--- src/inc/sto_pkg.sv ---
// Functional notes
// [RULE1] Two-bit swing code selects 1, 2/3, 7/3 or 5/3 of nominal swing.
// [RULE2] Two-bit current code selects 1, 2/3, 1/2 or 2/5 of nominal current.
// [RULE3] Input bit set routes the shared strength/IF pin into the IF strip.
// [RULE4] Front bit set routes front amplifier output onto the shared pin.
// [RULE5] Test point selects join pump output node; both clear grounds it.
// [RULE6] Override bit applies five-bit pump current value, reset 10000.
// [RULE7] Pump disable bit suppresses every pump up and down pulse.
// [RULE8] Array override bit applies four-bit array value, reset 1000.
// [RULE9] Software sets bandwidth constant to 3Fh at 9.6 kBaud up; reset 100101.
// [RULE10] Loop break opens the loop and applies DAC override, reset 0100.
// [RULE11] Read-only field shows pump current actually applied.
// [RULE12] Read-only field shows calibration DAC value applied.
// [RULE13] Read-only field shows oscillator array value applied.
// [RULE14] Unused bits ignore writes, read zero; status writes have no effect.
`default_nettype none
package sto_pkg;
   // ==========================================================
   // Register addresses (seven-bit serial address space)
   localparam logic [6:0] STO_ADDR_PRESCALER_SETTINGS = 7'h1C;
   localparam logic [6:0] STO_ADDR_TEST_LF_PUMP_OVR = 7'h40;
   localparam logic [6:0] STO_ADDR_TEST_PUMP_DIS_OSC_OVR = 7'h41;
   localparam logic [6:0] STO_ADDR_TEST_LOOP_BW_SCALING = 7'h42;
   localparam logic [6:0] STO_ADDR_TEST_LOOP_BREAK_DAC = 7'h43;
   localparam logic [6:0] STO_ADDR_STATUS_PUMP_CURRENT = 7'h44;
   localparam logic [6:0] STO_ADDR_STATUS_CAL_DAC = 7'h45;
   localparam logic [6:0] STO_ADDR_STATUS_OSC_ARRAY = 7'h46;
   // ==========================================================
   // Implemented-bit masks; other bits stay zero
   localparam logic [7:0] STO_MASK_PRESCALER = 8'hFC;
   localparam logic [7:0] STO_MASK_LF_PUMP = 8'hFF;
   localparam logic [7:0] STO_MASK_DIS_OSC = 8'h3F;
   localparam logic [7:0] STO_MASK_BW = 8'h3F;
   localparam logic [7:0] STO_MASK_BREAK = 8'h1F;
   // ==========================================================
   // Reset values
   localparam logic [7:0] STO_RST_PRESCALER = 8'h00;
   localparam logic [7:0] STO_RST_LF_PUMP = 8'h10;
   localparam logic [7:0] STO_RST_DIS_OSC = 8'h08;
   localparam logic [7:0] STO_RST_BW = 8'h25; // [RULE9]
   localparam logic [7:0] STO_RST_BREAK = 8'h04;
   // ==========================================================
   // Field positions
   localparam int STO_SWING_LSB = 6;
   localparam int STO_CURRENT_LSB = 4;
   localparam int STO_IF_INPUT_BIT = 3;
   localparam int STO_IF_FRONT_BIT = 2;
   localparam int STO_TP_A_BIT = 7;
   localparam int STO_TP_B_BIT = 6;
   localparam int STO_PUMP_OVR_BIT = 5;
   localparam int STO_PUMP_DIS_BIT = 5;
   localparam int STO_OSC_OVR_BIT = 4;
   localparam int STO_BREAK_BIT = 4;
   // ==========================================================
   // Serial frame
   localparam logic [3:0] STO_LAST_BIT = 4'h7;
   // ==========================================================
   // Types
   typedef enum logic [2:0] {
      SER_IDLE,
      SER_ADDR,
      SER_GAP,
      SER_WDATA,
      SER_RDATA
   } sto_ser_state_t;
   typedef struct packed {
      logic [7:0] prescaler_settings;
      logic [7:0] test_loopfilter_chargepump_override;
      logic [7:0] test_chargepump_disable_osc_array_override_en;
      logic [7:0] test_loop_bandwidth_scaling;
      logic [7:0] test_loop_break_cal_dac;
   } sto_cfg_t;
   localparam sto_cfg_t STO_CFG_RESET = '{
      prescaler_settings: STO_RST_PRESCALER,
      test_loopfilter_chargepump_override: STO_RST_LF_PUMP,
      test_chargepump_disable_osc_array_override_en: STO_RST_DIS_OSC,
      test_loop_bandwidth_scaling: STO_RST_BW,
      test_loop_break_cal_dac: STO_RST_BREAK};
   typedef struct packed {
      logic [4:0] pump_current;
      logic [3:0] cal_dac;
      logic [3:0] osc_array;
   } sto_cal_t;
   typedef struct packed {
      logic [2:0] num;
      logic [2:0] den;
   } sto_frac_t;
   typedef struct packed {
      logic [1:0] swing_code;
      sto_frac_t swing;
      logic [1:0] current_code;
      sto_frac_t current;
      logic if_strip_from_pin;
      logic if_front_to_pin;
      logic loop_testpoint_a_sel;
      logic loop_testpoint_b_sel;
      logic pump_output_node_grounded;
      logic [4:0] applied_pump_current;
      logic pump_pulse_disable;
      logic [3:0] applied_osc_array;
      logic [5:0] loop_bandwidth_scaling;
      logic loop_open;
      logic [3:0] applied_cal_dac;
   } sto_ctrl_t;
   typedef struct packed {
      sto_ser_state_t st;
      logic clk_d;
      logic [3:0] cnt;
      logic [7:0] sh;
      logic [6:0] addr;
      logic wr;
      logic oe;
      sto_cfg_t cfg;
   } sto_ser_s_t;
   localparam sto_ser_s_t STO_SER_RESET = '{
      st: SER_IDLE, clk_d: 1'b0, cnt: 4'h0, sh: 8'h00, addr: 7'h00,
      wr: 1'b0, oe: 1'b0, cfg: STO_CFG_RESET};
   // ==========================================================
   // Fraction decoders
   function automatic sto_frac_t sto_swing_frac(input logic [1:0] code);
      sto_frac_t f;
      unique case (code)
         2'h0: f = '{num: 3'h1, den: 3'h1};
         2'h1: f = '{num: 3'h2, den: 3'h3};
         2'h2: f = '{num: 3'h7, den: 3'h3};
         2'h3: f = '{num: 3'h5, den: 3'h3};
      endcase
      return f;
   endfunction
   function automatic sto_frac_t sto_current_frac(input logic [1:0] code);
      sto_frac_t f;
      unique case (code)
         2'h0: f = '{num: 3'h1, den: 3'h1};
         2'h1: f = '{num: 3'h2, den: 3'h3};
         2'h2: f = '{num: 3'h1, den: 3'h2};
         2'h3: f = '{num: 3'h2, den: 3'h5};
      endcase
      return f;
   endfunction
endpackage
`default_nettype wire

--- src/logic/sto_apply_sel.sv ---
`default_nettype none
module sto_apply_sel (
   input wire logic clock_i,
   input wire logic sys_rst_i,
   input wire sto_pkg::sto_cfg_t cfg_i,
   input wire sto_pkg::sto_cal_t cal_i,
   input wire logic pump_up_i,
   input wire logic pump_dn_i,
   output var sto_pkg::sto_ctrl_t ctrl_o,
   output logic pump_up_o,
   output logic pump_dn_o
);
   import sto_pkg::*;

   typedef struct packed {
      sto_ctrl_t ctrl;
      logic up;
      logic dn;
   } sto_sel_s_t;

   sto_sel_s_t s_r;
   sto_sel_s_t s_nxt;
   logic [7:0] pre;
   logic [7:0] lfp;
   logic [7:0] dso;
   logic [7:0] brk;

   // ==========================================================
   // Analog control selection
   assign pre = cfg_i.prescaler_settings;
   assign lfp = cfg_i.test_loopfilter_chargepump_override;
   assign dso = cfg_i.test_chargepump_disable_osc_array_override_en;
   assign brk = cfg_i.test_loop_break_cal_dac;

   // Everything is registered so the analog side sees glitch-free levels
   always_comb begin
      s_nxt = s_r;
      s_nxt.ctrl.swing_code = pre[STO_SWING_LSB+:2]; // [RULE1]
      s_nxt.ctrl.swing = sto_swing_frac(pre[STO_SWING_LSB+:2]); // [RULE1]
      s_nxt.ctrl.current_code = pre[STO_CURRENT_LSB+:2]; // [RULE2]
      s_nxt.ctrl.current = sto_current_frac(pre[STO_CURRENT_LSB+:2]); // [RULE2]
      s_nxt.ctrl.if_strip_from_pin = pre[STO_IF_INPUT_BIT]; // [RULE3]
      s_nxt.ctrl.if_front_to_pin = pre[STO_IF_FRONT_BIT]; // [RULE4]
      s_nxt.ctrl.loop_testpoint_a_sel = lfp[STO_TP_A_BIT]; // [RULE5]
      s_nxt.ctrl.loop_testpoint_b_sel = lfp[STO_TP_B_BIT]; // [RULE5]
      // Node is grounded only while no test point is attached
      s_nxt.ctrl.pump_output_node_grounded =
         ~lfp[STO_TP_A_BIT] & ~lfp[STO_TP_B_BIT]; // [RULE5]
      s_nxt.ctrl.applied_pump_current = lfp[STO_PUMP_OVR_BIT] ?
         lfp[4:0] : cal_i.pump_current; // [RULE6]
      s_nxt.ctrl.pump_pulse_disable = dso[STO_PUMP_DIS_BIT]; // [RULE7]
      s_nxt.ctrl.applied_osc_array = dso[STO_OSC_OVR_BIT] ?
         dso[3:0] : cal_i.osc_array; // [RULE8]
      s_nxt.ctrl.loop_bandwidth_scaling =
         cfg_i.test_loop_bandwidth_scaling[5:0];
      s_nxt.ctrl.loop_open = brk[STO_BREAK_BIT]; // [RULE10]
      s_nxt.ctrl.applied_cal_dac = brk[STO_BREAK_BIT] ?
         brk[3:0] : cal_i.cal_dac; // [RULE10]
      // Pulses cost one cycle of latency in exchange for clean edges
      s_nxt.up = pump_up_i & ~dso[STO_PUMP_DIS_BIT]; // [RULE7]
      s_nxt.dn = pump_dn_i & ~dso[STO_PUMP_DIS_BIT]; // [RULE7]
   end

   // State register
   always_ff @(posedge clock_i or posedge sys_rst_i) begin
      if (sys_rst_i) begin
         s_r <= '0;
      end else begin
         s_r <= s_nxt;
      end
   end

   assign ctrl_o = s_r.ctrl;
   assign pump_up_o = s_r.up;
   assign pump_dn_o = s_r.dn;
endmodule
`default_nettype wire

--- src/logic/sto_regs.sv ---
`default_nettype none
module sto_regs (
   input wire logic clock_i,
   input wire logic sys_rst_i,
   input wire logic cfg_clk_i,
   input wire logic cfg_ale_n_i,
   input wire logic cfg_data_i,
   output logic cfg_data_o,
   output logic cfg_data_oe_o,
   input wire sto_pkg::sto_cal_t cal_i,
   input wire logic pump_up_i,
   input wire logic pump_dn_i,
   output var sto_pkg::sto_ctrl_t ctrl_o,
   output logic pump_up_o,
   output logic pump_dn_o
);
   import sto_pkg::*;

   // ==========================================================
   // Declarations
   sto_ser_s_t s_r;
   sto_ser_s_t s_nxt;
   sto_ctrl_t ctrl;
   logic clk_rise;
   logic [7:0] sh_in;

   // ==========================================================
   // Helper functions

   // Mask of writable bits for an address; zero means nothing is stored
   function automatic logic [7:0] wr_mask(input logic [6:0] a);
      logic [7:0] m;
      m = 8'h00;
      unique case (a)
         STO_ADDR_PRESCALER_SETTINGS: m = STO_MASK_PRESCALER;
         STO_ADDR_TEST_LF_PUMP_OVR: m = STO_MASK_LF_PUMP;
         STO_ADDR_TEST_PUMP_DIS_OSC_OVR: m = STO_MASK_DIS_OSC;
         STO_ADDR_TEST_LOOP_BW_SCALING: m = STO_MASK_BW;
         STO_ADDR_TEST_LOOP_BREAK_DAC: m = STO_MASK_BREAK;
         default: m = 8'h00;
      endcase
      return m;
   endfunction

   // Store one written byte; status and unmapped addresses are untouched
   function automatic sto_cfg_t cfg_write(input sto_cfg_t c,
                                          input logic [6:0] a,
                                          input logic [7:0] d);
      sto_cfg_t r;
      logic [7:0] v;
      r = c;
      v = d & wr_mask(a); // [RULE14]
      unique case (a)
         STO_ADDR_PRESCALER_SETTINGS: r.prescaler_settings = v;
         STO_ADDR_TEST_LF_PUMP_OVR: r.test_loopfilter_chargepump_override = v;
         STO_ADDR_TEST_PUMP_DIS_OSC_OVR: begin
            r.test_chargepump_disable_osc_array_override_en = v;
         end
         STO_ADDR_TEST_LOOP_BW_SCALING: r.test_loop_bandwidth_scaling = v;
         STO_ADDR_TEST_LOOP_BREAK_DAC: r.test_loop_break_cal_dac = v;
         default: r = c; // [RULE14]
      endcase
      return r;
   endfunction

   // Read mux; unused bits and unmapped addresses return zero
   function automatic logic [7:0] rd_data(input sto_cfg_t c,
                                          input sto_ctrl_t k,
                                          input logic [6:0] a);
      logic [7:0] d;
      d = 8'h00;
      unique case (a)
         STO_ADDR_PRESCALER_SETTINGS: d = c.prescaler_settings;
         STO_ADDR_TEST_LF_PUMP_OVR: d = c.test_loopfilter_chargepump_override;
         STO_ADDR_TEST_PUMP_DIS_OSC_OVR: begin
            d = c.test_chargepump_disable_osc_array_override_en;
         end
         STO_ADDR_TEST_LOOP_BW_SCALING: d = c.test_loop_bandwidth_scaling;
         STO_ADDR_TEST_LOOP_BREAK_DAC: d = c.test_loop_break_cal_dac;
         STO_ADDR_STATUS_PUMP_CURRENT: begin
            d = {3'h0, k.applied_pump_current}; // [RULE11]
         end
         STO_ADDR_STATUS_CAL_DAC: begin
            d = {4'h0, k.applied_cal_dac}; // [RULE12]
         end
         STO_ADDR_STATUS_OSC_ARRAY: begin
            d = {4'h0, k.applied_osc_array}; // [RULE13]
         end
         default: d = 8'h00; // [RULE14]
      endcase
      return d & (wr_mask(a) | status_mask(a)); // [RULE14]
   endfunction

   // Bits of a status register that carry live state
   function automatic logic [7:0] status_mask(input logic [6:0] a);
      logic [7:0] m;
      m = 8'h00;
      unique case (a)
         STO_ADDR_STATUS_PUMP_CURRENT: m = 8'h1F;
         STO_ADDR_STATUS_CAL_DAC: m = 8'h0F;
         STO_ADDR_STATUS_OSC_ARRAY: m = 8'h0F;
         default: m = 8'h00;
      endcase
      return m;
   endfunction

   // ==========================================================
   // Serial configuration port

   // Serial pins are taken as synchronous; the bus clock must be slow
   // enough that every level lasts at least two system clocks
   assign clk_rise = cfg_clk_i & ~s_r.clk_d;
   assign sh_in = {s_r.sh[6:0], cfg_data_i};

   // Frame: address byte (7 address bits then write flag, MSB first)
   // while the latch enable is low, then one data byte while it is high
   always_comb begin
      s_nxt = s_r;
      s_nxt.clk_d = cfg_clk_i;
      unique case (s_r.st)
         SER_IDLE: begin
            s_nxt.oe = 1'b0;
            if (!cfg_ale_n_i) begin
               s_nxt.st = SER_ADDR;
               s_nxt.cnt = 4'h0;
            end
         end
         SER_ADDR: begin
            if (cfg_ale_n_i) begin
               // Short address phase: drop the frame
               s_nxt.st = SER_IDLE;
            end else if (clk_rise) begin
               s_nxt.sh = sh_in;
               s_nxt.cnt = s_r.cnt + 4'h1;
               if (s_r.cnt == STO_LAST_BIT) begin
                  s_nxt.addr = sh_in[7:1];
                  s_nxt.wr = sh_in[0];
                  s_nxt.st = SER_GAP;
               end
            end
         end
         SER_GAP: begin
            // Wait for the latch enable to rise before the data byte
            if (cfg_ale_n_i) begin
               s_nxt.cnt = 4'h0;
               if (s_r.wr) begin
                  s_nxt.st = SER_WDATA;
               end else begin
                  // Read data is sampled once here, then shifted out
                  s_nxt.st = SER_RDATA;
                  s_nxt.sh = rd_data(s_r.cfg, ctrl, s_r.addr);
                  s_nxt.oe = 1'b1;
               end
            end
         end
         SER_WDATA: begin
            if (!cfg_ale_n_i) begin
               // New address phase aborts a partial data byte
               s_nxt.st = SER_ADDR;
               s_nxt.cnt = 4'h0;
            end else if (clk_rise) begin
               s_nxt.sh = sh_in;
               s_nxt.cnt = s_r.cnt + 4'h1;
               if (s_r.cnt == STO_LAST_BIT) begin
                  s_nxt.cfg = cfg_write(s_r.cfg, s_r.addr, sh_in);
                  s_nxt.st = SER_IDLE;
               end
            end
         end
         SER_RDATA: begin
            if (!cfg_ale_n_i) begin
               s_nxt.st = SER_ADDR;
               s_nxt.cnt = 4'h0;
               s_nxt.oe = 1'b0;
            end else if (clk_rise) begin
               // Host sampled this bit on the rising edge; present next
               s_nxt.sh = {s_r.sh[6:0], 1'b0};
               s_nxt.cnt = s_r.cnt + 4'h1;
               if (s_r.cnt == STO_LAST_BIT) begin
                  s_nxt.oe = 1'b0;
                  s_nxt.st = SER_IDLE;
               end
            end
         end
      endcase
   end

   // State register
   always_ff @(posedge clock_i or posedge sys_rst_i) begin
      if (sys_rst_i) begin
         s_r <= STO_SER_RESET;
      end else begin
         s_r <= s_nxt;
      end
   end

   // Data pin is the shift register MSB ANDed with the output enable flop
   assign cfg_data_o = s_r.oe & s_r.sh[7];
   assign cfg_data_oe_o = s_r.oe;

   // ==========================================================
   // Override selection and applied values
   sto_apply_sel u_apply_sel (
      .clock_i(clock_i),
      .sys_rst_i(sys_rst_i),
      .cfg_i(s_r.cfg),
      .cal_i(cal_i),
      .pump_up_i(pump_up_i),
      .pump_dn_i(pump_dn_i),
      .ctrl_o(ctrl),
      .pump_up_o(pump_up_o),
      .pump_dn_o(pump_dn_o)
   );

   assign ctrl_o = ctrl;
endmodule
`default_nettype wire

--- config.mk ---
export PLATFORM = sky130hd
export DESIGN_NAME = sto_regs
export DESIGN_NICKNAME = d
export VERILOG_FILES = /design/src/inc/sto_pkg.sv /design/src/logic/sto_apply_sel.sv /design/src/logic/sto_regs.sv
export SDC_FILE = /design/constraint.sdc
export NUM_CORES = 1
export LEC_CHECK = 0
export BUFFER_PORTS_ARGS = -buffer_cell sky130_fd_sc_hd__buf_4
export CAP_MARGIN = 20
export CORE_MARGIN = 4
export CORE_UTILIZATION = 30
export DETAILED_ROUTE_END_ITERATION = 7
export MAX_ROUTING_LAYER = met4
export PLACE_DENSITY = 0.43
export SYNTH_ARGS = -nofsm -noshare
export SYNTH_HDL_FRONTEND = slang
export SYNTH_HIERARCHICAL = 1
export SYNTH_SLANG_ARGS = --single-unit
--- constraint.sdc ---
create_clock -name clock_i -period 4.5 [get_ports clock_i]
set_input_delay 0.225 -clock clock_i [delete_from_list [all_inputs] [get_ports clock_i]]
set_output_delay 0.225 -clock clock_i [all_outputs]
set_load 0.01 [all_outputs]
* Yosys cells after proc, flatten, opt, wreduce, memory -nomap -nowiden
Index checks and enable logic that the tools add are counted.
Word-level totals: register bits 109, input port bits 20, output and inout port bits 46
Cells by class: add/subtract/negate cells 1, equal/unequal tests 35, mux-type cells 51, bitwise logic cells 13, reduce and logical (&&, ||, !) cells 18
Operator list (number):
- $mux W8 | 17
- $pmux W8 S4 | 2
- $pmux W8 S8 | 1
- $eq A7 B7 Y1 const B | 7
- $pmux W6 S4 | 2
- $mux W20 | 2
- $mux W12 | 3
- $reduce_and A5 Y1 | 6
- $mux W3 | 9
- $mux W4 | 5
- $pmux W4 S5 | 1
- $ne A2 B2 Y1 const B | 9
- $and A8 B8 Y8 | 2
- $ne A3 B3 Y1 const B | 5
- $pmux W3 S4 | 1
- $reduce_and A6 Y1 | 2
- $pmux W5 S2 | 1
- $reduce_and A9 Y1 | 1
- $eq A2 B2 Y1 const B | 4
- $or A8 B8 Y8 | 1
- $eq A7 B5 Y1 const B | 1
- $eq A3 B2 Y1 const B | 2
- $ne A3 B2 Y1 const B | 2
- $reduce_or A2 Y1 | 3
- 15 further kinds | 29

* Longest topological paths before layout
word-level depth 11, gate-level depth with buffers 8, gate-level depth less buffers 6

* Cells and area by module
Netlist, hierarchy kept.
By module, submodules not included:
- sto_regs | times used 1, cells an instance 315, area each 3352.0 µm²
- sto_apply_sel | times used 1, cells an instance 82, area each 1401.3 µm²

* Worst setup path before layout
OpenSTA, ideal clock, no wires.
path type reg2reg, from register s_r[57] (netlist name), to register s_r[24] (netlist name), data arrival time 1681 ps, required time 4375 ps, setup slack 2694 ps, cell stages (with the launch flop) 8, clock period less this slack 1806 ps, path through dfrtp_1 -> ha_1 -> and3b_1 -> and3_1 -> buf_2 -> nand3_1 -> buf_2 -> mux2_2
Between the ends: cells in the longest elaborated chain, start to end 2
Ends and longest elaborated chain:
- start, declared | RTL line sto_regs.sv:21 | sto_ser_s_t s_r;
- start signal, assigned | RTL line sto_regs.sv:193 | s_r <= s_nxt;
- $eq A4 B3 Y1 | RTL line sto_regs.sv:164 | if (s_r.cnt == STO_LAST_BIT) begin
- $reduce_and A5 Y1 (no source line)
No other way between the ends. A chain may end at the register's enable or synchronous reset.

* Worst setup path in the final report
from register s_r[43] (netlist name), to register s_r[30] (netlist name)
Between the ends: cells in the longest elaborated chain, start to end 8
Ends and longest elaborated chain:
- $eq A7 B7 Y1 | RTL line sto_regs.sv:34 | unique case (a)
- $reduce_or A2 Y1 (no source line)
- $pmux W8 S4 | RTL line sto_regs.sv:34
- $mux W8 | RTL line sto_regs.sv:164
- $mux W8 | RTL line sto_regs.sv:161 | end else if (clk_rise) begin
- $mux W8 | RTL line sto_regs.sv:157 | if (!cfg_ale_n_i) begin
- $mux W8 | RTL line sto_regs.sv:120 | unique case (s_r.st)
- $and A8 B8 Y8 | RTL line sto_regs.sv:52 | v = d & wr_mask(a);
Several ways; a longest one is shown, not always the timed one. The select of a mux whose other input is x is not followed.

==> results.md <==
* Worst Path Max Fanout at 17
* Initial core utilization at 30.96%
* Core Area at between 10,000 and 15,000 µm²
* Unrepaired setup endpoints after global routing: no
* Sw Share at about 23%
* Rows at 44
* GP Congestion at 0.8188
* Fin. max-slew vios at 0
* Layout Cells excl Fill at between 600 and 700
* Largest net degree at the start of global routing at a little under 60
* Design area at roughly 5500 µm²
* Vias in the first global route at between 3,000 and 4,000
* Fmax at between 400 and 500 MHz
* Slew @ Worst Pin at around 0.9 ns
* First-pass GRT wire length at 18,460 µm
* Register share of total power at 49.6%
* Total CTS buffers at 9
* Die area at between 15,000 and 20,000 µm²
* Placed Instances at 610
* Hold Violations, Final at 0
* Area after DPL at about 5100 µm²
* Crit path largest cell delay at between 0.6 and 0.7 ns
* WL final at 11,490 µm
* Die width at roughly 130 µm
* Setup_tns at 0 ns
* Proportion of layout cells with a drive suffix above 1 at between 30% and 40%
* Stages on worst setup path at 4
* Clock power share at 46.2%
* Arr. time, crit path at around 2.6 ns
* Filler instances at between 1,000 and 1,500
* Setup crit end kind: flop
* Internal power at approximately 1.4 mW
* Max Root-Sink Buffers at 2
* Buf+Inv Stages, Crit Path at 0
* Initial DRC count at roughly 280
* Post-Route Skew at about 0.014 ns
* Detail Placement HPWL at around 8000 µm
* Clock root buffer: clkbuf_16
* Power Density at ~340 nW/µm²
* Avg WL per Cell at between 15 and 20 µm
* Clk Latency, worst-skew pair at around 0.36 ns
* # port buffers at 63
* CTS tree: done
* Residual DRC at 0
* Outcome: complete, no violations
* Slowest cell on the critical path: dfrtp_1
* Worst reg2reg path depth at 4
* Max H-tree Level at 3
* Hold crit path type: in -> async
* Diode count at 0
* Cells after Synth at 383
* Critical-path cell list: nor2_1, and3_1, nand3_1, mux2_2
* Final Critical Period at roughly 2.3 ns
* Die height at 130.9 µm
* Slew HR at approximately two fifths
* Post-Syn Area at ~4500 µm²
* Initial antenna violation count at 0
* Final #Nets at between 400 and 500
* Via count at 3,094
* I/O Pins at 66
* GR Util All Layers at between 10% and 20%
* TritonRoute pass-1 iters at 4
* MaxCap Viol Count at 0
* Vias per Instance at about 4.9
* Syn Area/Cell at between 10 and 15 µm²
* Total power at 1.864 mW
* LEAKAGE at roughly 2.6 nW
* Maximum vdd drop at around 0.29 mV
* YS warnings at 6
* Post-route antenna net violation count at 0
* # resized after CTS at 0
* Setup violators final at 0
* Critical path required time at roughly 4.7 ns
* GRT overflow at 0
* Crit share post-route at a little over half
* Sw Pwr at approximately 0.42 mW
* Crit Path Category: reg -> reg
* TritonCTS sink count at 100
* Clock transition at the registers of the reported paths at about 0.080 ns
* Startpoint types: flop
* Comb pwr share at about 4.2%
* Area Growth Syn to Fin at 20.50%
* Crit-path leading delay family: simple AND/OR/NAND/NOR gates
==> stage by stage <==
step                      setup WS (ns)  hold WS (ns)  utilization, %
final                             2.159       0.08103           37.31
after global routing              1.922       0.08137           37.31
after CTS                         2.145       0.07869           37.31
after detailed placement          2.129        0.3663           35.04
after global placement            2.129        0.3643           35.04
after floorplan                   2.694        0.2564               -
==> sequential cells by signal (all words and copies together), names as in the netlist <==
register / count
cfg_data_oe_o: 1
u_apply_sel/ctrl_o: 40
u_apply_sel/pump_dn_o: 1
s_r: 57
u_apply_sel/pump_up_o: 1
==> area by class of cell <==
class	instances	area (µm²)	share of cell area, %
Sequential cell	100	2510	45.94
Multi-Input combinational cell	251	1869	34.21
Timing Repair Buffer	65	490.5	8.976
Tap cell	184	230.2	4.213
Clock buffer	10	229.0	4.191
Clock inverter	6	93.84	1.717
Inverter	11	41.29	0.7557
==> power groups by stage <==
stage / clock network, mW / registers [mW] / logic [mW]
2_1_floorplan: 0 / 0.940 / 0.0408
3_3_place_gp: 0 / 0.942 / 0.0804
3_5_place_dp: 0 / 0.942 / 0.0815
4_1_cts: 0.889 / 0.925 / 0.0822
5_1_grt: 0.930 / 0.927 / 0.0899
6_report: 0.861 / 0.924 / 0.0789
==> routing by layer <==
metal,GRT usage (%),vias up,share of wire [%]
met5,-,-,0
met4,5.263,0,1.6
met3,3.577,11,3.9
met2,21.51,66,46
met1,20.02,1546,48
li1,-,1471,-
==> worst register-to-register path: stages (launching register included) <==
cell and delay, ns:
dfrtp_1 0.66, nor2_1 0.53, and3_1 0.27, nand3_1 0.37
mux2_2 0.41
==> cells in the final DEF, fill, tap and decap left out, drive strengths merged, types with 2 or more instances in the layout <==
| cell | count |
|---|---|
| nand2b | 6 |
| a221oi | 4 |
| a21oi | 12 |
| nand2 | 33 |
| nand3 | 19 |
| or3 | 2 |
| a32oi | 2 |
| nand3b | 3 |
| bufinv | 2 |
| a22oi | 7 |
| mux2 | 48 |
| conb | 3 |
| o21ai | 24 |
| o211ai | 3 |
| nor3 | 2 |
| inv | 14 |
| dfstp | 6 |
| buf | 64 |
| nor2 | 13 |
| o21a | 2 |
| clkbuf | 10 |
| and2 | 7 |
| or2 | 3 |
| a2bb2oi | 2 |
| dfrtp | 94 |
| nor2b | 9 |
| ha | 10 |
| and3 | 6 |
| nand4 | 5 |
| nor4b | 2 |
| and3b | 3 |
| a31oi | 2 |
| o221a | 2 |
| mux2i | 7 |
==> worst paths after layout <==
kind                                start                endpoint  slack (ns)
worst max-delay path              s_r[43]                 s_r[30]        2.16
worst min-delay path            sys_rst_i                 s_r[21]        0.08
worst max register to register    s_r[43]                 s_r[30]        2.16
worst min register to register    s_r[12]   u_apply_sel/ctrl_o[9]        0.42
max in group asynchronous       sys_rst_i  u_apply_sel/ctrl_o[16]        3.84
min in group clock_i            pump_up_i   u_apply_sel/pump_up_o        0.09
==> what timing repair did <==
action	CTS	global route
setup buffers	0	0
hold buffers	1	0
endpoints found under the setup margin	0	0
hold endpoints to repair	1	0
(Power assumes the default switching activity.)
